[config.mk]
export PLATFORM = sky130hd
export DESIGN_NAME = uxi_top
export DESIGN_NICKNAME = d
export VERILOG_FILES = /design/src/uxi_pkg.sv /design/src/uxi_thresh.sv /design/src/uxi_err_eval.sv /design/src/uxi_top.sv
export SDC_FILE = /design/constraint.sdc
export NUM_CORES = 1
export LEC_CHECK = 0
export ABC_AREA = 1
export ABC_CLOCK_PERIOD_IN_PS = 2400
export BUFFER_PORTS_ARGS = -buffer_cell sky130_fd_sc_hd__buf_2
export CORE_MARGIN = 5
export CORE_UTILIZATION = 48
export CTS_CLUSTER_SIZE = 8
export DETAILED_ROUTE_END_ITERATION = 7
export PLACE_DENSITY = 0.91
export RECOVER_POWER = 100
export SETUP_SLACK_MARGIN = 0.1
export SYNTH_ARGS = -nofsm -noshare
export SYNTH_HDL_FRONTEND = slang
export SYNTH_SLANG_ARGS = --single-unit
[constraint.sdc]
create_clock -name core_clk -period 2.4 [get_ports core_clk]
set_clock_uncertainty 0.2 [all_clocks]
set_input_delay 0.12 -clock core_clk [delete_from_list [all_inputs] [get_ports core_clk]]
set_output_delay 0.12 -clock core_clk [all_outputs]
set_load 0.005 [all_outputs]
[src/uxi_pkg.sv]
// Shared constants and carrier types for the transfer interrupt block.
`default_nettype none
package uxi_pkg;
  // Status vector bit positions.
  localparam int ST_CMPL = 0;
  localparam int ST_ERR = 1;
  localparam int ST_HSE = 2;
  localparam int ST_HALT = 3;
  localparam int ST_W = 4;
  // Threshold field reset value, in micro-frames.
  localparam logic [7:0] THR_RST = 8'h08;
  // Enable and status reset values.
  localparam logic [ST_W-1:0] EN_RST = 4'h0;
  localparam logic [ST_W-1:0] ST_RST = 4'h8;
  // Status bits whose interrupt waits for a threshold boundary.
  localparam logic [ST_W-1:0] THR_MASK = 4'h3;
  // Descriptor error counter value that halts a queue head.
  localparam logic [1:0] CERR_LAST = 2'h1;

  // One finished bus transaction as reported by the protocol engine.
  typedef struct packed {
    logic crc;
    logic tmo;
    logic bad_pid;
    logic nak;
    logic nyet;
    logic setup;
    logic hs;
    logic csplit;
    logic qh;
    logic iso;
    logic is_in;
    logic buf_err;
    logic pid_mis;
    logic interrupt_on_completion_flag;
    logic done;
    logic short_pkt;
    logic [1:0] cerr;
    logic [10:0] rx_bytes;
    logic [10:0] total_bytes;
    logic [10:0] mps;
  } uxi_xact_t;

  // Descriptor side effects to be written back.
  typedef struct packed {
    logic xact_err;
    logic babble;
    logic buf_err;
    logic halt;
    logic [1:0] cerr;
  } uxi_desc_t;
endpackage
`default_nettype wire

[src/uxi_thresh.sv]
// Micro-frame counter that marks each interrupt threshold boundary.
`timescale 1ns/1ps
`default_nettype none
module uxi_thresh #(
  parameter int CNT_W = 8
) (
  input wire logic core_clk, // Controller clock.
  input wire logic rst, // Asynchronous reset, active high.
  input wire logic uframe_tick, // One pulse per micro-frame.
  input wire logic [CNT_W-1:0] thr, // Threshold length in micro-frames.
  output logic boundary // Pulse on the last micro-frame of an interval.
);
  logic [CNT_W-1:0] cnt_ff;
  logic [CNT_W-1:0] nxt_cnt;
  logic bnd_ff;
  logic nxt_bnd;

  // Refuse counter widths too narrow for the default threshold.
  if (CNT_W < 4)
  begin : g_cnt_w_chk
    $error("uxi_thresh: CNT_W too small");
  end

  // Count micro-frames; a zero threshold behaves as one.
  always_comb
  begin
    nxt_cnt = cnt_ff;
    nxt_bnd = 1'b0;
    if (uframe_tick)
    begin
      if (cnt_ff + 1'b1 >= thr)
      begin
        nxt_cnt = '0;
        nxt_bnd = 1'b1;
      end
      else
      begin
        nxt_cnt = cnt_ff + 1'b1;
      end
    end
  end

  // Register the counter and boundary pulse.
  always_ff @(posedge core_clk or posedge rst)
  begin
    if (rst)
    begin
      cnt_ff <= '0;
      bnd_ff <= 1'b0;
    end
    else
    begin
      cnt_ff <= nxt_cnt;
      bnd_ff <= nxt_bnd;
    end
  end

  // The boundary pulse comes straight from its flop.
  assign boundary = bnd_ff;
endmodule // uxi_thresh
`default_nettype wire

[src/uxi_err_eval.sv]
// Classifies one transaction result into descriptor and status effects.
`timescale 1ns/1ps
`default_nettype none
module uxi_err_eval (
  input wire logic core_clk, // Controller clock.
  input wire logic rst, // Asynchronous reset, active high.
  input wire logic xact_vld, // Pulse: xact holds a finished transaction.
  input wire uxi_pkg::uxi_xact_t xact, // Transaction result.
  output uxi_pkg::uxi_desc_t desc, // Descriptor write-back values.
  output logic res_vld, // Pulse: desc and flags are valid.
  output logic set_cmpl, // Pulse: raise completion flag.
  output logic set_err, // Pulse: raise error flag.
  output logic no_hshk, // Pulse: withhold the IN handshake.
  output logic crc_inv // Pulse: send OUT CRC inverted.
);
  uxi_pkg::uxi_desc_t desc_ff, nxt_desc;
  logic [4:0] ev_ff, nxt_ev;
  logic [10:0] lim;
  logic terr;
  logic babble;
  logic last;

  // Decide counter, halt and flag effects for this transaction.
  always_comb
  begin
    lim = (xact.total_bytes < xact.mps) ? xact.total_bytes : xact.mps;
    if (xact.pid_mis) lim = xact.mps;
    babble = xact.is_in && (xact.rx_bytes > lim);
    terr = xact.crc | xact.tmo | xact.bad_pid;
    if (xact.setup && ((xact.hs && (xact.nak | xact.nyet)) ||
        (!xact.hs && xact.csplit && xact.nak))) terr = 1'b1;
    last = xact.cerr == uxi_pkg::CERR_LAST;
    nxt_desc = '0;
    nxt_desc.cerr = xact.cerr;
    nxt_ev = '0;
    if (xact_vld)
    begin
      if (terr && !babble)
      begin
        nxt_desc.xact_err = 1'b1;
        if (xact.cerr != 2'h0) nxt_desc.cerr = xact.cerr - 2'h1;
        nxt_ev[1] = !xact.qh || last;
        nxt_desc.halt = xact.qh && last;
      end
      if (babble)
      begin
        nxt_desc.babble = 1'b1;
        nxt_desc.halt = xact.qh;
        nxt_ev[1] = 1'b1;
      end
      if (xact.buf_err)
      begin
        nxt_desc.buf_err = 1'b1;
        nxt_ev[2] = xact.is_in && !xact.iso;
        nxt_ev[3] = !xact.is_in;
      end
      nxt_ev[0] = (xact.done && xact.interrupt_on_completion_flag) ||
                  (xact.short_pkt && xact.qh && xact.is_in);
      if (xact.done && xact.interrupt_on_completion_flag && (terr || babble)) nxt_ev[1] = 1'b1;
      nxt_ev[4] = 1'b1;
    end
  end

  // Register results as one-cycle pulses.
  always_ff @(posedge core_clk or posedge rst)
  begin
    if (rst)
    begin
      desc_ff <= '0;
      ev_ff <= '0;
    end
    else
    begin
      desc_ff <= nxt_desc;
      ev_ff <= nxt_ev;
    end
  end

  // Present the registered results as separate pulses.
  assign desc = desc_ff;
  assign set_cmpl = ev_ff[0];
  assign set_err = ev_ff[1];
  assign no_hshk = ev_ff[2];
  assign crc_inv = ev_ff[3];
  assign res_vld = ev_ff[4];
endmodule // uxi_err_eval
`default_nettype wire

[src/uxi_top.sv]
// Transfer interrupt, threshold and transaction error control.
`timescale 1ns/1ps
`default_nettype none
module uxi_top #(
  parameter int THR_W = 8
) (
  input wire logic core_clk, // Controller clock, 10 MHz.
  input wire logic rst, // Asynchronous reset, active high.
  input wire logic uframe_tick, // Pulse at each micro-frame start.
  input wire logic cmd_wr, // Pulse: load command fields.
  input wire logic cmd_run, // Run value for command write.
  input wire logic [THR_W-1:0] cmd_thr, // Threshold value for command write.
  input wire logic en_wr, // Pulse: load interrupt enables.
  input wire logic [3:0] en_wdata, // Interrupt enable value.
  input wire logic sts_wr, // Pulse: write-one-to-clear status.
  input wire logic [3:0] sts_wdata, // Status bits to clear.
  input wire logic xact_vld, // Pulse: transaction finished.
  input wire uxi_pkg::uxi_xact_t xact, // Transaction result.
  input wire logic wb_done, // Pulse: status write-back completed.
  input wire logic host_err, // Pulse: host system error.
  input wire logic eof2_pt, // Pulse at the high-speed EOF2 point.
  input wire logic in_busy, // Level: IN transaction on the bus.
  input wire logic out_req, // Pulse: request to start an OUT.
  input wire logic [15:0] out_need, // Bit times the OUT needs.
  input wire logic [15:0] uf_left, // Bit times left to micro-frame end.
  output logic [3:0] status, // Status flags.
  output logic [3:0] int_en, // Interrupt enables.
  output logic run, // Run bit.
  output logic [THR_W-1:0] thr, // Threshold field.
  output uxi_pkg::uxi_desc_t desc, // Descriptor write-back values.
  output logic desc_vld, // Pulse: desc is valid.
  output logic no_hshk, // Pulse: withhold IN handshake.
  output logic crc_inv, // Pulse: invert OUT CRC bytes.
  output logic frame_babble, // Pulse: record frame babble.
  output logic port_dis, // Level: port disabled by frame babble.
  output logic out_go, // Pulse: OUT start granted.
  output logic out_deny, // Pulse: OUT start refused.
  output logic irq // Interrupt, active high.
);
  ////////////////////////////////////////////////////////////////////
  // Declarations and submodules.
  logic [3:0] sts_ff, nxt_sts, en_ff, nxt_en, set_v, clr_v;
  logic run_ff, nxt_run;
  logic [THR_W-1:0] thr_ff, nxt_thr;
  logic [1:0] lat_ff, nxt_lat;
  logic wb_busy_ff, nxt_wb_busy;
  logic irq_ff, nxt_irq;
  logic fb_ff, nxt_fb, pd_ff, nxt_pd;
  logic go_ff, nxt_go, deny_ff, nxt_deny;
  logic bnd, res_vld, set_cmpl, set_err;
  uxi_pkg::uxi_desc_t ev_desc;
  logic ev_nohs, ev_crc;

  // Refuse threshold widths that the counter and command port cannot serve.
  if (THR_W < 4 || THR_W > 16)
  begin : g_thr_w_chk
    $error("uxi_top: THR_W out of range");
  end

  uxi_thresh #(.CNT_W(THR_W)) u_thr (
    .core_clk(core_clk),
    .rst(rst),
    .uframe_tick(uframe_tick),
    .thr(thr_ff),
    .boundary(bnd)
  );

  uxi_err_eval u_eval (
    .core_clk(core_clk),
    .rst(rst),
    .xact_vld(xact_vld),
    .xact(xact),
    .desc(ev_desc),
    .res_vld(res_vld),
    .set_cmpl(set_cmpl),
    .set_err(set_err),
    .no_hshk(ev_nohs),
    .crc_inv(ev_crc)
  );

  ////////////////////////////////////////////////////////////////////
  // Command, enable and status registers.
  always_comb
  begin
    set_v = '0;
    set_v[uxi_pkg::ST_CMPL] = set_cmpl;
    set_v[uxi_pkg::ST_ERR] = set_err | (eof2_pt & in_busy);
    set_v[uxi_pkg::ST_HSE] = host_err;
    clr_v = sts_wr ? sts_wdata : 4'h0;
    clr_v[uxi_pkg::ST_HALT] = 1'b0;
    nxt_sts = (sts_ff & ~clr_v) | set_v;
    nxt_run = run_ff;
    nxt_thr = thr_ff;
    if (cmd_wr)
    begin
      nxt_run = cmd_run;
      nxt_thr = cmd_thr;
    end
    if (host_err) nxt_run = 1'b0;
    nxt_sts[uxi_pkg::ST_HALT] = !nxt_run;
    nxt_en = en_wr ? en_wdata : en_ff;
  end

  // Register command, enable and status state.
  always_ff @(posedge core_clk or posedge rst)
  begin
    if (rst)
    begin
      sts_ff <= uxi_pkg::ST_RST;
      en_ff <= uxi_pkg::EN_RST;
      run_ff <= 1'b0;
      thr_ff <= THR_W'(uxi_pkg::THR_RST);
    end
    else
    begin
      sts_ff <= nxt_sts;
      en_ff <= nxt_en;
      run_ff <= nxt_run;
      thr_ff <= nxt_thr;
    end
  end

  ////////////////////////////////////////////////////////////////////
  // Threshold latch and interrupt output.
  always_comb
  begin
    nxt_wb_busy = wb_busy_ff;
    if (res_vld) nxt_wb_busy = 1'b1;
    else if (wb_done) nxt_wb_busy = 1'b0;
    nxt_lat = lat_ff & sts_ff[1:0];
    if (bnd && !wb_busy_ff)
      nxt_lat = nxt_lat | (sts_ff[1:0] & en_ff[1:0] & uxi_pkg::THR_MASK[1:0]);
    nxt_irq = (|nxt_lat) |
              (nxt_sts[uxi_pkg::ST_HSE] & en_ff[uxi_pkg::ST_HSE]);
  end

  // Register threshold latch, write-back tracking and interrupt.
  always_ff @(posedge core_clk or posedge rst)
  begin
    if (rst)
    begin
      lat_ff <= 2'h0;
      wb_busy_ff <= 1'b0;
      irq_ff <= 1'b0;
    end
    else
    begin
      lat_ff <= nxt_lat;
      wb_busy_ff <= nxt_wb_busy;
      irq_ff <= nxt_irq;
    end
  end

  ////////////////////////////////////////////////////////////////////
  // Frame babble, port disable and OUT start guard.
  always_comb
  begin
    nxt_fb = eof2_pt & in_busy;
    nxt_pd = pd_ff | nxt_fb;
    if (cmd_wr && cmd_run && !run_ff) nxt_pd = nxt_fb;
    nxt_go = out_req & run_ff & (out_need <= uf_left);
    nxt_deny = out_req & !nxt_go;
  end

  // Register link-side pulses and the port disable level.
  always_ff @(posedge core_clk or posedge rst)
  begin
    if (rst)
    begin
      fb_ff <= 1'b0;
      pd_ff <= 1'b0;
      go_ff <= 1'b0;
      deny_ff <= 1'b0;
    end
    else
    begin
      fb_ff <= nxt_fb;
      pd_ff <= nxt_pd;
      go_ff <= nxt_go;
      deny_ff <= nxt_deny;
    end
  end

  // Every output is taken straight from a register.
  assign status = sts_ff;
  assign int_en = en_ff;
  assign run = run_ff;
  assign thr = thr_ff;
  assign desc = ev_desc;
  assign desc_vld = res_vld;
  assign no_hshk = ev_nohs;
  assign crc_inv = ev_crc;
  assign frame_babble = fb_ff;
  assign port_dis = pd_ff;
  assign out_go = go_ff;
  assign out_deny = deny_ff;
  assign irq = irq_ff;
endmodule // uxi_top
`default_nettype wire

[Yosys cells after proc, flatten, opt, wreduce, memory -nomap -nowiden]
Index checks and enable logic that the tools add are counted.
Widths: inputs -> output; s select.
Word-level totals
  register bits: 45
  input bits: 112
  output and inout port bits: 31
  logic and storage cells: 99
Operators by class
  add/sub/neg operators: 2
  $lt $le $gt $ge: 4
  equal/unequal tests: 1
  multiplexer cells: 25
  bitwise operators: 17
  reduce and logical (&&, ||, !) cells: 31
Operators with widths (count)
  $mux 11: 2
  $le 16x16->1: 1
  $logic_and 1x1->1: 15
  $mux 1: 15
  $gt 11x11->1: 1
  $lt 11x11->1: 1
  $logic_not 1->1: 9
  $add 8x1->8 const B: 1
  $ge 8x8->1: 1
  $mux 8: 1
  $mux 2: 3
  $mux 3: 2
  $mux 6: 1
  $or 1x1->1: 6
  $and 1x1->1: 5
  $mux 5: 1
  $and 2x2->2: 2
  $logic_or 1x1->1: 4
  $reduce_bool 2->1: 2
  $and 3x3->3: 1
  $not 3->3: 1
  $or 3x3->3: 1
  $eq 2x1->1 const B: 1
  $or 2x2->2: 1
  2 further kinds: 2

[Depth between registers and ports, before layout]
Gate-level depths: netlist of run 1.
  word-level depth: 11
  gate-level depth with buffers: 24
  depth with buffers taken out: 23

[By module]
A second synthesis of run 1 with hierarchy kept.
Unflattened totals
  cells, all modules: 446
  area total of the unflattened synthesis: 3303.2 um2
Modules (own cells, without submodules)
  uxi_top: instances 1, cells an instance 161, area each 1360.1 um2, seq. area each 628.1 um2
  uxi_err_eval: instances 1, cells an instance 175, area each 1189.9 um2, seq. area each 275.3 um2
  uxi_thresh: instances 1, cells an instance 110, area each 753.2 um2, seq. area each 225.2 um2

[Worst setup path after synthesis of run 1]
Ideal clock, no wire load.
  path kind: input to register
  from: input xact[10] (netlist bit)
  to: register u_eval.desc_ff, in the netlist u_eval.desc[0]
  setup time: 0.118 ns
  data arrival time: 2.222 ns
  data required time: 2.082 ns
  path slack: -0.140 ns
  cell stages on the path: 20
  buffers on the path: 1
  path through: inv_1 -> ha_1 -> a21o_2 -> nor2_4 -> nand3_4 -> buf_12 -> nand2_2 -> o21ai_2 -> nand2_1 -> nand2_1 -> ha_1 -> nand2_1 -> nor2_1 -> nand2_1 -> o21ai_0 -> inv_1 -> nand2_1 -> nand2_1 -> nand2_1 -> nand2_1
RTL lines
  start, declared: line uxi_top.sv:18  | input wire uxi_pkg::uxi_xact_t xact,
  end signal, assigned: line uxi_err_eval.sv:74  | desc_ff <= nxt_desc;
  end, declared: line uxi_err_eval.sv:16  | uxi_pkg::uxi_desc_t desc_ff, nxt_desc;

==> results of run 1 <==
-- repair_timing --
action / in CTS / in global routing
gates cloned: 1 / 1
setup endpoints to repair: 15 / 15
pin swaps: 28 / 34
hold endpoints to repair: 84 / 0
hold buffers: 54 / 0
gates resized for setup: 39 / 51
setup buffers: 9 / 8
-- flip-flops by register name (all words and copies together) (netlist names) --
register	count
int_en	4
irq	1
frame_babble	1
status	4
wb_busy_ff	1
u_eval.ev_ff	5
u_thr.cnt_ff	8
u_thr.boundary	1
lat_ff	2
run	1
thr	8
u_eval.desc	6
port_dis	1
out_go	1
out_deny	1
-- worst min path at each step --
stage	from	to	slack, ns	cells after the start
4_1_cts	cmd_wr	thr[5]	0.002	2
3_5_place_dp	xact_vld	u_eval.ev_ff[4]	0.08	1
3_3_place_gp	xact[41]	u_eval.ev_ff[2]	0.07	2
2_1_floorplan	xact_vld	u_eval.ev_ff[4]	-0.05	0
6_report	cmd_wr	thr[4]	0.02	3
5_1_grt	cmd_wr	thr[4]	0.04	3
-- area by class of cell --
| type | count | share of cell area (%) |
|---|---|---|
| multi-input cells | 309 | 40.5 |
| well taps | 80 | 1.82 |
| clock buffers | 5 | 1.25 |
| repair buffers | 236 | 29.5 |
| flip-flops and latches | 45 | 20.6 |
| inverters | 75 | 5.90 |
| clock inverters | 3 | 0.410 |
-- synth_stat cells (2+ instances only) --
| master | instances |
|---|---|
| nand2_1 | 133 |
| inv_1 | 75 |
| ha_1 | 46 |
| dfrtp_1 | 43 |
| a21oi_1 | 22 |
| o21ai_0 | 21 |
| nor2_1 | 20 |
| nand3_1 | 13 |
| nand2_2 | 10 |
| o21ai_2 | 10 |
| a21o_1 | 4 |
| nand4_1 | 4 |
| o22ai_1 | 4 |
| clkbuf_1 | 3 |
| o21bai_1 | 3 |
| xor2_1 | 3 |
| dfstp_2 | 2 |
| mux2_2 | 2 |
| nor3_2 | 2 |
-- worst max-delay path: stages --
cell and delay, ns:
buf_8 0.10, inv_6 0.05, ha_4 0.21, a21o_2 0.22
nor2_4 0.14, nand3_4 0.15, buf_12 0.18, nand2_4 0.06
o21ai_2 0.05, nand2_1 0.06, nand2_1 0.06, ha_1 0.29
nand2_2 0.11, buf_6 0.10, nor2_2 0.03, nor2_2 0.13
nand3_2 0.10, nand2_2 0.11, nand2_2 0.06, nand2_1 0.08
nand2_1 0.05
-- per-layer routing --
layer / GRT usage, % / share of wire (%) / vias to the layer above
met3: 5.93 / 7.0 / 42
li1: - / - / 1861
met4: 11.4 / 4.2 / 0
met2: 53.4 / 55 / 188
met1: 24.1 / 34 / 1801
met5: 0 / 0 / -
-- cells by family after synthesis --
logic type,after synthesis,share of synthesized area [%]
simple gates,188,24.2
buf+inv,81,10.0
compound gates,69,12.7
fa+ha+maj,46,17.4
flops,45,34.2
xor+xnor,3,0.796
mux,2,0.682
-- metrics by stage --
stage	power, µW	setup WS [ns]
global route	2840	-0.219
finish	2640	-0.0696
detailed placement	1810	-0.418
CTS	2440	0.0216
global placement	1750	-0.257
floorplan	1470	0.0322
-- power groups by stage --
stage	Clock, µW	Sequential, µW	Combinational [µW]
3_3_place_gp	0	924	821
4_1_cts	484	913	1040
6_report	474	931	1230
2_1_floorplan	0	923	549
3_5_place_dp	0	932	873
5_1_grt	523	939	1380
-- cells in the final DEF, fill, tap and decap left out, types with 5 or more instances in the layout --
| cell | count |
|---|---|
| nand2_1 | 114 |
| buf_2 | 113 |
| inv_1 | 61 |
| dlygate4sd3_1 | 54 |
| dfrtp_1 | 42 |
| buf_4 | 37 |
| ha_1 | 32 |
| nand2_2 | 22 |
| clkbuf_1 | 21 |
| a21oi_1 | 19 |
| o21ai_0 | 15 |
| o21ai_2 | 15 |
| nor2_1 | 13 |
| ha_4 | 13 |
| nand3_1 | 8 |
| nand2_4 | 7 |
| buf_6 | 7 |
| inv_2 | 6 |
| nand3_2 | 5 |
| inv_6 | 5 |
| clkbuf_8 | 5 |
==> out/results.tsv, run 1 <==
stage	metric	value	unit
status	outcome	finished with violations	
status	violations	negative setup slack	
clock_network	numClockSinks	45	
synth	syn_area_per_cell	7.61	µm²
route	drt-total-wl	11700	µm
pwr	netSwitchingFraction	37.4	%
floorplanning	die_y	93.0	µm
finish	final.fill_count	412	
clock_network	cts_root_buf	clkbuf_8	
pwr	pwr-share-comb	46.8	%
floorplanning	rows	30	
synth	ys_seq_area_share	34.2	%
route	dr.pass1.iters	5	
critical_path	worstPathMaxFanout	8	
pwr	seq_power_share	35.3	%
global_routing	overflow	0	
floorplanning	pin_count	143	
finish	antennaDiodeCount	0	
pwr	p_switching	986	µW
pwr	leakage	0.00299	µW
timing	fin_crit	2.47	ns
clock_network	clk_latency	0.30	ns
min_path	hold_path_class	in -> reg	
finish	synthToLayoutAreaGrowth	66.4	%
synth	synthesis.area	3300	µm²
synth	syn_inst	434	
route	drc_errors	0	
timing	tightestPinTransition	0.916	ns
critical_path	reg2reg_from	u_thr.cnt_ff[1]	
critical_path	worstPathRequired	2.40	ns
critical_path	rr_worst_depth	10	
timing	fmax	0.405	GHz
placement	place_area	4420	µm²
timing	whs	0.0182	ns
critical_path	start_kind	input port	
placement	place_inst	672	
global_routing	grt_pass1_vias	4166	
synth	synth_edf_count	0	
route	ant_nets	0	
critical_path	critPathLaunch	xact[10]	
route	vias	3892	
placement	place_hpwl	7500	µm
critical_path	r2r_slack	0.04	ns
clock_network	path_clk_slew	0.09	ns
finish	seqCellArea	1130	µm²
pwr	irDropWorstVdd	0.000251	V
pwr	power_density	480	nW/µm²
placement	io_buffers	141	
route	viasPerCell	5.17	
timing	slew_viol_final	0	
synth	ys_ff_latch	45	
route	drt_iter0_markers	146	
finish	multiInputGateArea	2230	µm²
timing	hold_viol_final	0	
critical_path	crit_type	in -> reg	
clock_network	cts_max_level	2	
synth	netlist.top_cell.by_area	dfrtp_1	
timing	rsz0062_at_grt	yes	
finish	design_area	5500	µm²
finish	final_layout_size_suffix_gt1_share	40.7	%
finish	instances_no_fill	753	
finish	finish.utilization	81.4	%
route	wl_per_cell	15.5	µm
global_routing	grtUsageTotal	26.2	%
global_routing	grt_pass1_wl	18000	µm
synth	yosys_most_used_dff	dfrtp_1	
synth	synth_area_leaders	dfrtp_1 (33%), ha_1 (17%), nand2_1 (15%)	
floorplanning	dieArea	8640	µm²
timing	setup_ws	-0.0696	ns
synth	synth_top_area_share	32.6	%
floorplanning	start_util	48.9	%
timing	tns	-0.120	ns
critical_path	end_kind	flip-flop	
synth	ys_async_sr_fraction	100	%
clock_network	cts_buffers	5	
timing	setup_viol	2	
critical_path	r2r_end	u_thr.cnt_ff[2]	
timing	slew_headroom	38.9	%
floorplanning	core	6760	µm²
placement	routabilityCongestion	0.815	
floorplanning	die_w	93.0	µm
clock_network	clockBufferDepth	2	
timing	period_share	103	%
synth	synth_cell_type_count	33	
critical_path	worstPathArrival	2.47	ns
run	maxCapViolCount	0	
synth	yosysWarnings	0	
clock_network	cts_tree	done	
synth	syn_nets	592	
global_routing	grt_max_degree	46	
critical_path	crit_path_end	u_eval.desc[0]	
pwr	clkPwrFrac	18.0	%
finish	nets	830	
pwr	power.internal	1650	µW
global_routing	antenna_found_initial	0	
No activity file was read; power rests on OpenSTA's default activity.
==> run 2, diff against run 1 <==
Settings changed: SYNTH_HIERARCHICAL from default to 1.
==> run 2 against run 1 <==
Compared with the run above: the flow still finishes with violations (negative setup slack); count of clock-buffer cells in the layout rose by 1; sequential share of layout area is 1.4 points higher; die area did not move; highest routed layer unchanged; register-to-register slack better by 0.10 ns; largest cell class unchanged; largest power group unchanged.
==> out/results.tsv, run 2 <==
stage	metric	value	unit	change
synth	synth_compound_area_share	6.93	%	was 12.7%
status	outcome	finished with violations		unchanged
critical_path	reg2reg_from	u_thr/cnt_ff[0]		was u_thr.cnt_ff[1]
critical_path	critPathLaunch	xact[8]		was xact[10]
pwr	totalPowerFinal	2500	µW	was 2640 µW
clock_network	numClockSinks	45		unchanged
clock_network	clockBufferDepth	2		unchanged
pwr	pwr-share-comb	38.9	%	was 46.8%
finish	antennaDiodeCount	0		unchanged
critical_path	r2r_end	u_thr/cnt_ff[3]		was u_thr.cnt_ff[2]
synth	synth_area_leaders	dfrtp_1 (33%), ha_1 (17%), nand2_1 (17%)		was dfrtp_1 (33%), ha_1 (17%), nand2_1 (15%)
critical_path	crit_family	simple AND/OR/NAND/NOR gates		unchanged
route	viasPerCell	5.12		was 5.17
floorplanning	die_w	93.0	µm	unchanged
synth	synth_xor_area_share	0.795	%	unchanged
status	violations	negative setup slack		unchanged
synth	syn_nets	604		was 592
pwr	seq_power_share	37.3	%	was 35.3%
clock_network	cts_root_buf	clkbuf_8		unchanged
min_path	hold_path_class	in -> reg		unchanged
synth	ys_async_sr_fraction	100	%	unchanged
critical_path	path_common_cell	nand2_2		was nand2_1
critical_path	rr_worst_depth	9		was 10
clock_network	cts_tree	done		unchanged
global_routing	antenna_found_initial	0		unchanged
route	drt_iter0_markers	217		was 146
timing	period_share	106	%	was 103%
route	ant_nets	0		unchanged
finish	final.fill_count	486		was 412
critical_path	crit_buf_inv	3		was 4
synth	syn_inst	446		was 434
min_path	min_from	cmd_wr		unchanged
critical_path	worstPathArrival	2.53	ns	was 2.47 ns
pwr	irDropWorstVdd	0.000308	V	was 0.000251 V
synth	synthesis.area	3300	µm²	unchanged
pwr	leakage	0.00294	µW	was 0.00299 µW
route	wl_per_cell	15.1	µm	was 15.5 µm
timing	fmax	0.394	GHz	was 0.405 GHz
floorplanning	pin_count	143		unchanged
route	dr.pass1.iters	5		unchanged
critical_path	start_kind	input port		unchanged
timing	slew_headroom	33.9	%	was 38.9%
global_routing	grt_max_degree	26		was 46
global_routing	grtUsageTotal	25.1	%	was 26.2%
critical_path	crit_type	in -> reg		unchanged
synth	synth_top_family_by_area	simple AND/OR/NAND/NOR gates		unchanged
timing	setup_viol	3		was 2
clock_network	cts_max_level	2		unchanged
synth	netlist.top_cell.by_area	dfrtp_1		unchanged
pwr	power_density	485	nW/µm²	was 480 nW/µm²
timing	tightestPinTransition	0.990	ns	was 0.916 ns
clock_network	path_clk_slew	0.09	ns	about the same
floorplanning	dieArea	8640	µm²	unchanged
floorplanning	core	6760	µm²	unchanged
synth	synth_edf_count	0		unchanged
global_routing	grt_pass1_wl	17500	µm	was 18000 µm
floorplanning	rows	30		unchanged
pwr	p_switching	864	µW	was 986 µW
synth	yosysWarnings	6		was 0
synth	synth_top_area_share	32.6	%	unchanged
synth	synth_most_common_cell	nand2_1		unchanged
pwr	netSwitchingFraction	34.6	%	was 37.4%
synth	synth-simple-area-share	28.5	%	was 24.2%
synth	yosys_most_used_dff	dfrtp_1		unchanged
synth	ys_ff_latch	45		unchanged
critical_path	worstPathRequired	2.39	ns	was 2.40 ns
route	drt-total-wl	11300	µm	was 11700 µm
min_path	holdPathEnd	port_dis		was thr[4]
critical_path	crit_cells	19		was 21
synth	synthTopCellsByCount	nand2_1 (150), inv_1 (80), ha_1 (46)		was nand2_1 (133), inv_1 (75), ha_1 (46)
clock_network	cts_buffers	5		unchanged
synth	yosys-mux-area-fraction	0.682	%	unchanged
synth	synth_cell_type_count	31		was 33
pwr	power.internal	1630	µW	was 1650 µW
finish	final_layout_size_suffix_gt1_share	31.7	%	was 40.7%
timing	rsz0062_at_grt	yes		unchanged
timing	slew_viol_final	0		unchanged
pwr	clkPwrFrac	23.8	%	was 18.0%
finish	synthToLayoutAreaGrowth	55.9	%	was 66.4%
synth	yosys.area_share.adder	17.4	%	unchanged
run	maxCapViolCount	0		unchanged
finish	mostFrequentLayoutCells	nand2_1 (131), buf_2 (113), inv_1 (77)		was nand2_1 (114), buf_2 (113), inv_1 (61)
placement	io_buffers	141		unchanged
route	drc_errors	0		unchanged
critical_path	worstPathCellList	buf_8 > inv_6 > ha_4 > a21oi_4 > nor2_4 > nor3b_4 > nand3_4 > nand2_2 > nand2_1 > ha_1 > nand2_4 > nor2_4 > nand2_2 > o21ai_1 > inv_1 > nand2_2 > nand2_2 > nand2_2 > nand2_2		was buf_8 > inv_6 > ha_4 > a21o_2 > nor2_4 > nand3_4 > buf_12 > nand2_4 > o21ai_2 > nand2_1 > nand2_1 > ha_1 > nand2_2 > buf_6 > nor2_2 > nor2_2 > nand3_2 > nand2_2 > nand2_2 > nand2_1 > nand2_1
clock_network	clk_latency	0.30	ns	about the same
finish	final_common_cell	nand2_1		unchanged
global_routing	grt_pass1_vias	4080		was 4166
timing	hold_viol_final	0		unchanged
floorplanning	start_util	48.9	%	unchanged
critical_path	end_kind	flip-flop		unchanged
critical_path	worstPathMaxFanout	6		was 8
floorplanning	die_y	93.0	µm	unchanged
placement	place_hpwl	7820	µm	was 7500 µm
critical_path	crit_path_max_incr_delay	0.32	ns	was 0.29 ns
synth	ys_seq_area_share	34.2	%	unchanged
critical_path	cp_slowest_cell	nor3b_4		was ha_1
timing	setup_ws	-0.136	ns	was -0.0696 ns
placement	routabilityCongestion	0.922		was 0.815
min_path	hold-path-cell-count	4		was 3
synth	syn_area_per_cell	7.41	µm²	was 7.61 µm²
finish	finish.utilization	76.2	%	was 81.4%
finish	nets	825		was 830
critical_path	r2r_slack	0.14	ns	was 0.04 ns
timing	fin_crit	2.54	ns	was 2.47 ns
route	vias	3832		was 3892
global_routing	overflow	0		unchanged
[run 2: worst max-delay path by stage]
stage and end:
2_1_floorplan u_eval/desc[0], 4_1_cts u_eval/desc[0], 3_5_place_dp u_eval/desc[0], 5_1_grt u_eval/desc[0], 3_3_place_gp u_eval/desc[0], 6_report u_eval/desc[0]
[run 2: per-stage QoR]
step	instances	setup WS [ns]	hold WS [ns]	setup TNS (ns)	area [µm²]
3_3_place_gp	679	-0.181	-0.0898	-0.810	4250
3_5_place_dp	679	-0.405	-0.0796	-1.98	4250
2_1_floorplan	446	0.0743	-0.252	0	3350
4_1_cts	744	0.0956	0.0180	0	5030
6_report	748	-0.136	0.0432	-0.311	5150
5_1_grt	748	-0.227	0.0947	-0.761	5150
[run 2: final cells by class]
type,count,area (µm²),share of cell area (%)
repair buffers,220,1430,27.7
well taps,80,100,1.94
flip-flops and latches,45,1130,21.9
inverters,89,339,6.58
clock buffers,6,82.6,1.60
multi-input cells,306,2030,39.5
clock inverters,2,37.5,0.729
[run 2: logic make-up (layout without fill, tap and decap cells)]
| family | Yosys count | in the layout |
|---|---|---|
| flip-flops | 45 | 45 |
| buffers and inverters | 96 | 317 |
| AO/OA/AOI/OAI | 39 | 39 |
| AND/OR/NAND/NOR | 215 | 216 |
| XOR/XNOR | 3 | 3 |
| adder cells (fa/ha/maj) | 46 | 46 |
| multiplexers | 2 | 2 |
[run 2: power by group through the flow]
stage | logic [µW] | clock network (µW) | registers (µW)
6_report | 972 | 593 | 931
5_1_grt | 1090 | 637 | 940
4_1_cts | 895 | 613 | 925
3_5_place_dp | 792 | 0 | 940
3_3_place_gp | 740 | 0 | 934
2_1_floorplan | 498 | 0 | 927
[run 2: metal layers]
layer | global-route usage [%] | share of wire (%) | wire, µm
met3 | 5.44 | 7.2 | 808
met4 | 9.65 | 3.6 | 404
met2 | 50.1 | 55 | 6260
met5 | 0 | 0 | 0
met1 | 24.6 | 34 | 3830
[run 2: timing repair]
action                                  4_1_cts  5_1_grt
setup buffers                                 1        3
resized for setup                            21       34
endpoints found under the setup margin        6       15
hold buffers                                 55        0
endpoints found under the hold margin        85        0
gates cloned                                  1        1
pin swaps                                    17       22
[run 2: worst reg2reg max path, stage by stage (launching register included)]
cell,delay (ns)
dfrtp_2,0.47
ha_1,0.28
nand3_1,0.12
xor2_1,0.15
inv_1,0.08
ha_1,0.17
a21oi_1,0.15
o21a_1,0.34
nand4_1,0.15
nand2_1,0.09
==> run 3, diff against run 2 <==
Settings changed: ABC_CLOCK_PERIOD_IN_PS 2400 to 3080, CORE_UTILIZATION 48 to 35, PLACE_DENSITY 0.91 to 0.72.
Clock period 2.4 ns to 3.08 ns, I/O delays scaled along.
==> run 3 against run 2 <==
Compared with the run above: the flow now finishes without violations; non-clock buffer count down 20; register-to-register slack better by 0.69 ns; sequential power down 22%; worst setup slack better by 0.55 ns; highest routed layer unchanged.
==> out/results.tsv, run 3 (synthesized netlist as in run 2, its figures left out) <==
stage	metric	value	unit	change
status	outcome	finished clean		was finished with violations
critical_path	worstPathRequired	3.09	ns	was 2.39 ns
pwr	power_density	366	nW/µm²	was 485 nW/µm²
timing	setup_viol	0		was 3
timing	rsz0062_at_grt	no		was yes
min_path	hold_path_class	in -> reg		unchanged
floorplanning	pin_count	143		unchanged
timing	tns	0	ns	was -0.311 ns
route	wl_per_cell	12.1	µm	was 15.1 µm
global_routing	grtUsageTotal	16.6	%	was 25.1%
route	top_layer_used	met4		unchanged
min_path	min_from	cmd_wr		unchanged
route	dr.pass1.iters	4		was 5
timing	fin_crit	2.66	ns	
global_routing	grt_pass1_vias	3749		was 4080
min_path	holdPathEnd	port_dis		unchanged
critical_path	crit_family	simple AND/OR/NAND/NOR gates		unchanged
placement	io_buffers	141		unchanged
critical_path	reg2reg_from	u_thr/cnt_ff[0]		unchanged
placement	routabilityCongestion	0.859		was 0.922
clock_network	path_clk_slew	0.10	ns	was 0.09 ns
critical_path	end_kind	flip-flop		unchanged
critical_path	crit_type	in -> reg		unchanged
clock_network	cts_max_level	2		unchanged
timing	fmax	0.376	GHz	
route	detailroute.wirelength.met3	634	µm	was 808 µm
finish	final_layout_size_suffix_gt1_share	22.7	%	was 31.7%
timing	period_share	86.4	%	
critical_path	worstPathMaxFanout	11		was 6
clock_network	cts_tree	done		unchanged
finish	synthToLayoutAreaGrowth	44.2	%	was 55.9%
floorplanning	core	9240	µm²	was 6760 µm²
critical_path	worstPathArrival	2.67	ns	was 2.53 ns
route	wl_met1	3610	µm	was 3830 µm
global_routing	antenna_found_initial	0		unchanged
clock_network	cts_buffers	5		unchanged
finish	nets	804		was 825
critical_path	r2r_slack	0.83	ns	was 0.14 ns
timing	tightestPinTransition	0.998	ns	was 0.990 ns
critical_path	start_kind	input port		unchanged
route	vias	3563		was 3832
clock_network	clk_latency	0.30	ns	about the same
pwr	irDropWorstVdd	0.000168	V	was 0.000308 V
global_routing	grt_max_degree	26		unchanged
floorplanning	dieArea	11500	µm²	was 8640 µm²
clock_network	cts_root_buf	clkbuf_8		unchanged
floorplanning	die_w	107	µm	was 93.0 µm
critical_path	critPathLaunch	xact[8]		unchanged
floorplanning	start_util	35.7	%	was 48.9%
critical_path	cp_slowest_cell	nand3_1		was nor3b_4
placement	place_area	4150	µm²	was 4250 µm²
min_path	hold-path-cell-count	4		unchanged
route	drc_errors	0		unchanged
finish	antennaDiodeCount	0		unchanged
run	maxCapViolCount	0		unchanged
timing	slew_viol_final	0		unchanged
floorplanning	die_y	107	µm	was 93.0 µm
critical_path	r2r_end	u_thr/boundary		was u_thr/cnt_ff[3]
route	drt-total-wl	9390	µm	was 11300 µm
route	wl_met2	4830	µm	was 6260 µm
route	drt_iter0_markers	180		was 217
critical_path	crit_buf_inv	3		unchanged
global_routing	grt_pass1_wl	15900	µm	was 17500 µm
clock_network	clockBufferDepth	2		unchanged
critical_path	crit_path_max_incr_delay	0.33	ns	was 0.32 ns
critical_path	rr_worst_depth	10		was 9
clock_network	cts_setup_buffers	0		was 1
route	viasPerCell	4.59		was 5.12
timing	slew_headroom	33.4	%	was 33.9%
clock_network	numClockSinks	45		unchanged
global_routing	overflow	0		unchanged
finish	mostFrequentLayoutCells	nand2_1 (150), buf_2 (116), inv_1 (80)		was nand2_1 (131), buf_2 (113), inv_1 (77)
route	ant_nets	0		unchanged
clock_network	cts_resized	0		was 21
pwr	leakage	0.00279	µW	was 0.00294 µW
critical_path	path_common_cell	nand2_1		was nand2_2
finish	design_area	4760	µm²	was 5150 µm²
floorplanning	rows	35		was 30
timing	hold_viol_final	0		unchanged
finish	final_common_cell	nand2_1		unchanged
critical_path	worstPathCellList	buf_2 > inv_1 > ha_1 > a21oi_1 > nor2_1 > nor3b_4 > nand3_1 > nand2_1 > nand2_1 > ha_1 > nand2_1 > nor2_1 > nand2_1 > inv_1 > nand2_1 > nand3_1 > nand3_1 > a21boi_0		was buf_8 > inv_6 > ha_4 > a21oi_4 > nor2_4 > nor3b_4 > nand3_4 > nand2_2 > nand2_1 > ha_1 > nand2_4 > nor2_4 > nand2_2 > o21ai_1 > inv_1 > nand2_2 > nand2_2 > nand2_2 > nand2_2
placement	place_hpwl	7220	µm	was 7820 µm
==> run 3: metrics by stage <==
step,cells,util (%),hold WS [ns],power [µW],worst slack [ns]
2_1_floorplan,446,-,-0.218,1110,0.615
3_3_place_gp,712,44.9,-0.0486,1290,0.365
3_5_place_dp,712,44.9,-0.0418,1310,0.286
4_1_cts,776,52.0,0.0536,1770,0.621
5_1_grt,776,51.5,0.0925,1890,0.191
6_report,776,51.5,0.0715,1740,0.418
==> run 3: worst max path at each step <==
stage	endpoint	slack [ns]	depth (start not counted)
finish	u_eval/desc[2]	0.42	18
global route	u_eval/desc[2]	0.19	18
CTS	u_eval/desc[0]	0.62	19
detailed placement	u_eval/desc[0]	0.29	19
global placement	u_eval/desc[0]	0.37	19
floorplan	u_eval/desc[0]	0.62	19
==> run 3: tightest hold or removal path, stage by stage <==
cell     delay (ns)
buf_2          0.16
nand2_1        0.10
o21ai_1        0.06
nand2_1        0.05
==> run 3: cell type report <==
class	instances	area [µm²]
tap	129	161
inverter	89	334
timing repair buffer	200	1260
fill	902	4480
clock inverter	3	26.3
clock buffer	5	68.8
multi-input combinational	305	1790
sequential	45	1130
==> run 3: layer usage <==
metal,global-route usage (%),up-vias
li1,-,1801
met3,3.19,30
met1,18.3,1594
met4,6.94,0
met2,30.9,138
met5,0,-
==> run 3: what timing repair did <==
action,4_1_cts,5_1_grt
setup endpoints to repair,0,0
endpoints found under the hold margin,83,0
hold buffers,56,0
==> run 3: power by group <==
group | total [µW] | switching (µW) | internal, µW
logic | 633 | 337 | 296
clock network | 387 | 218 | 169
registers | 723 | 65.4 | 657
total | 1740 | 621 | 1120
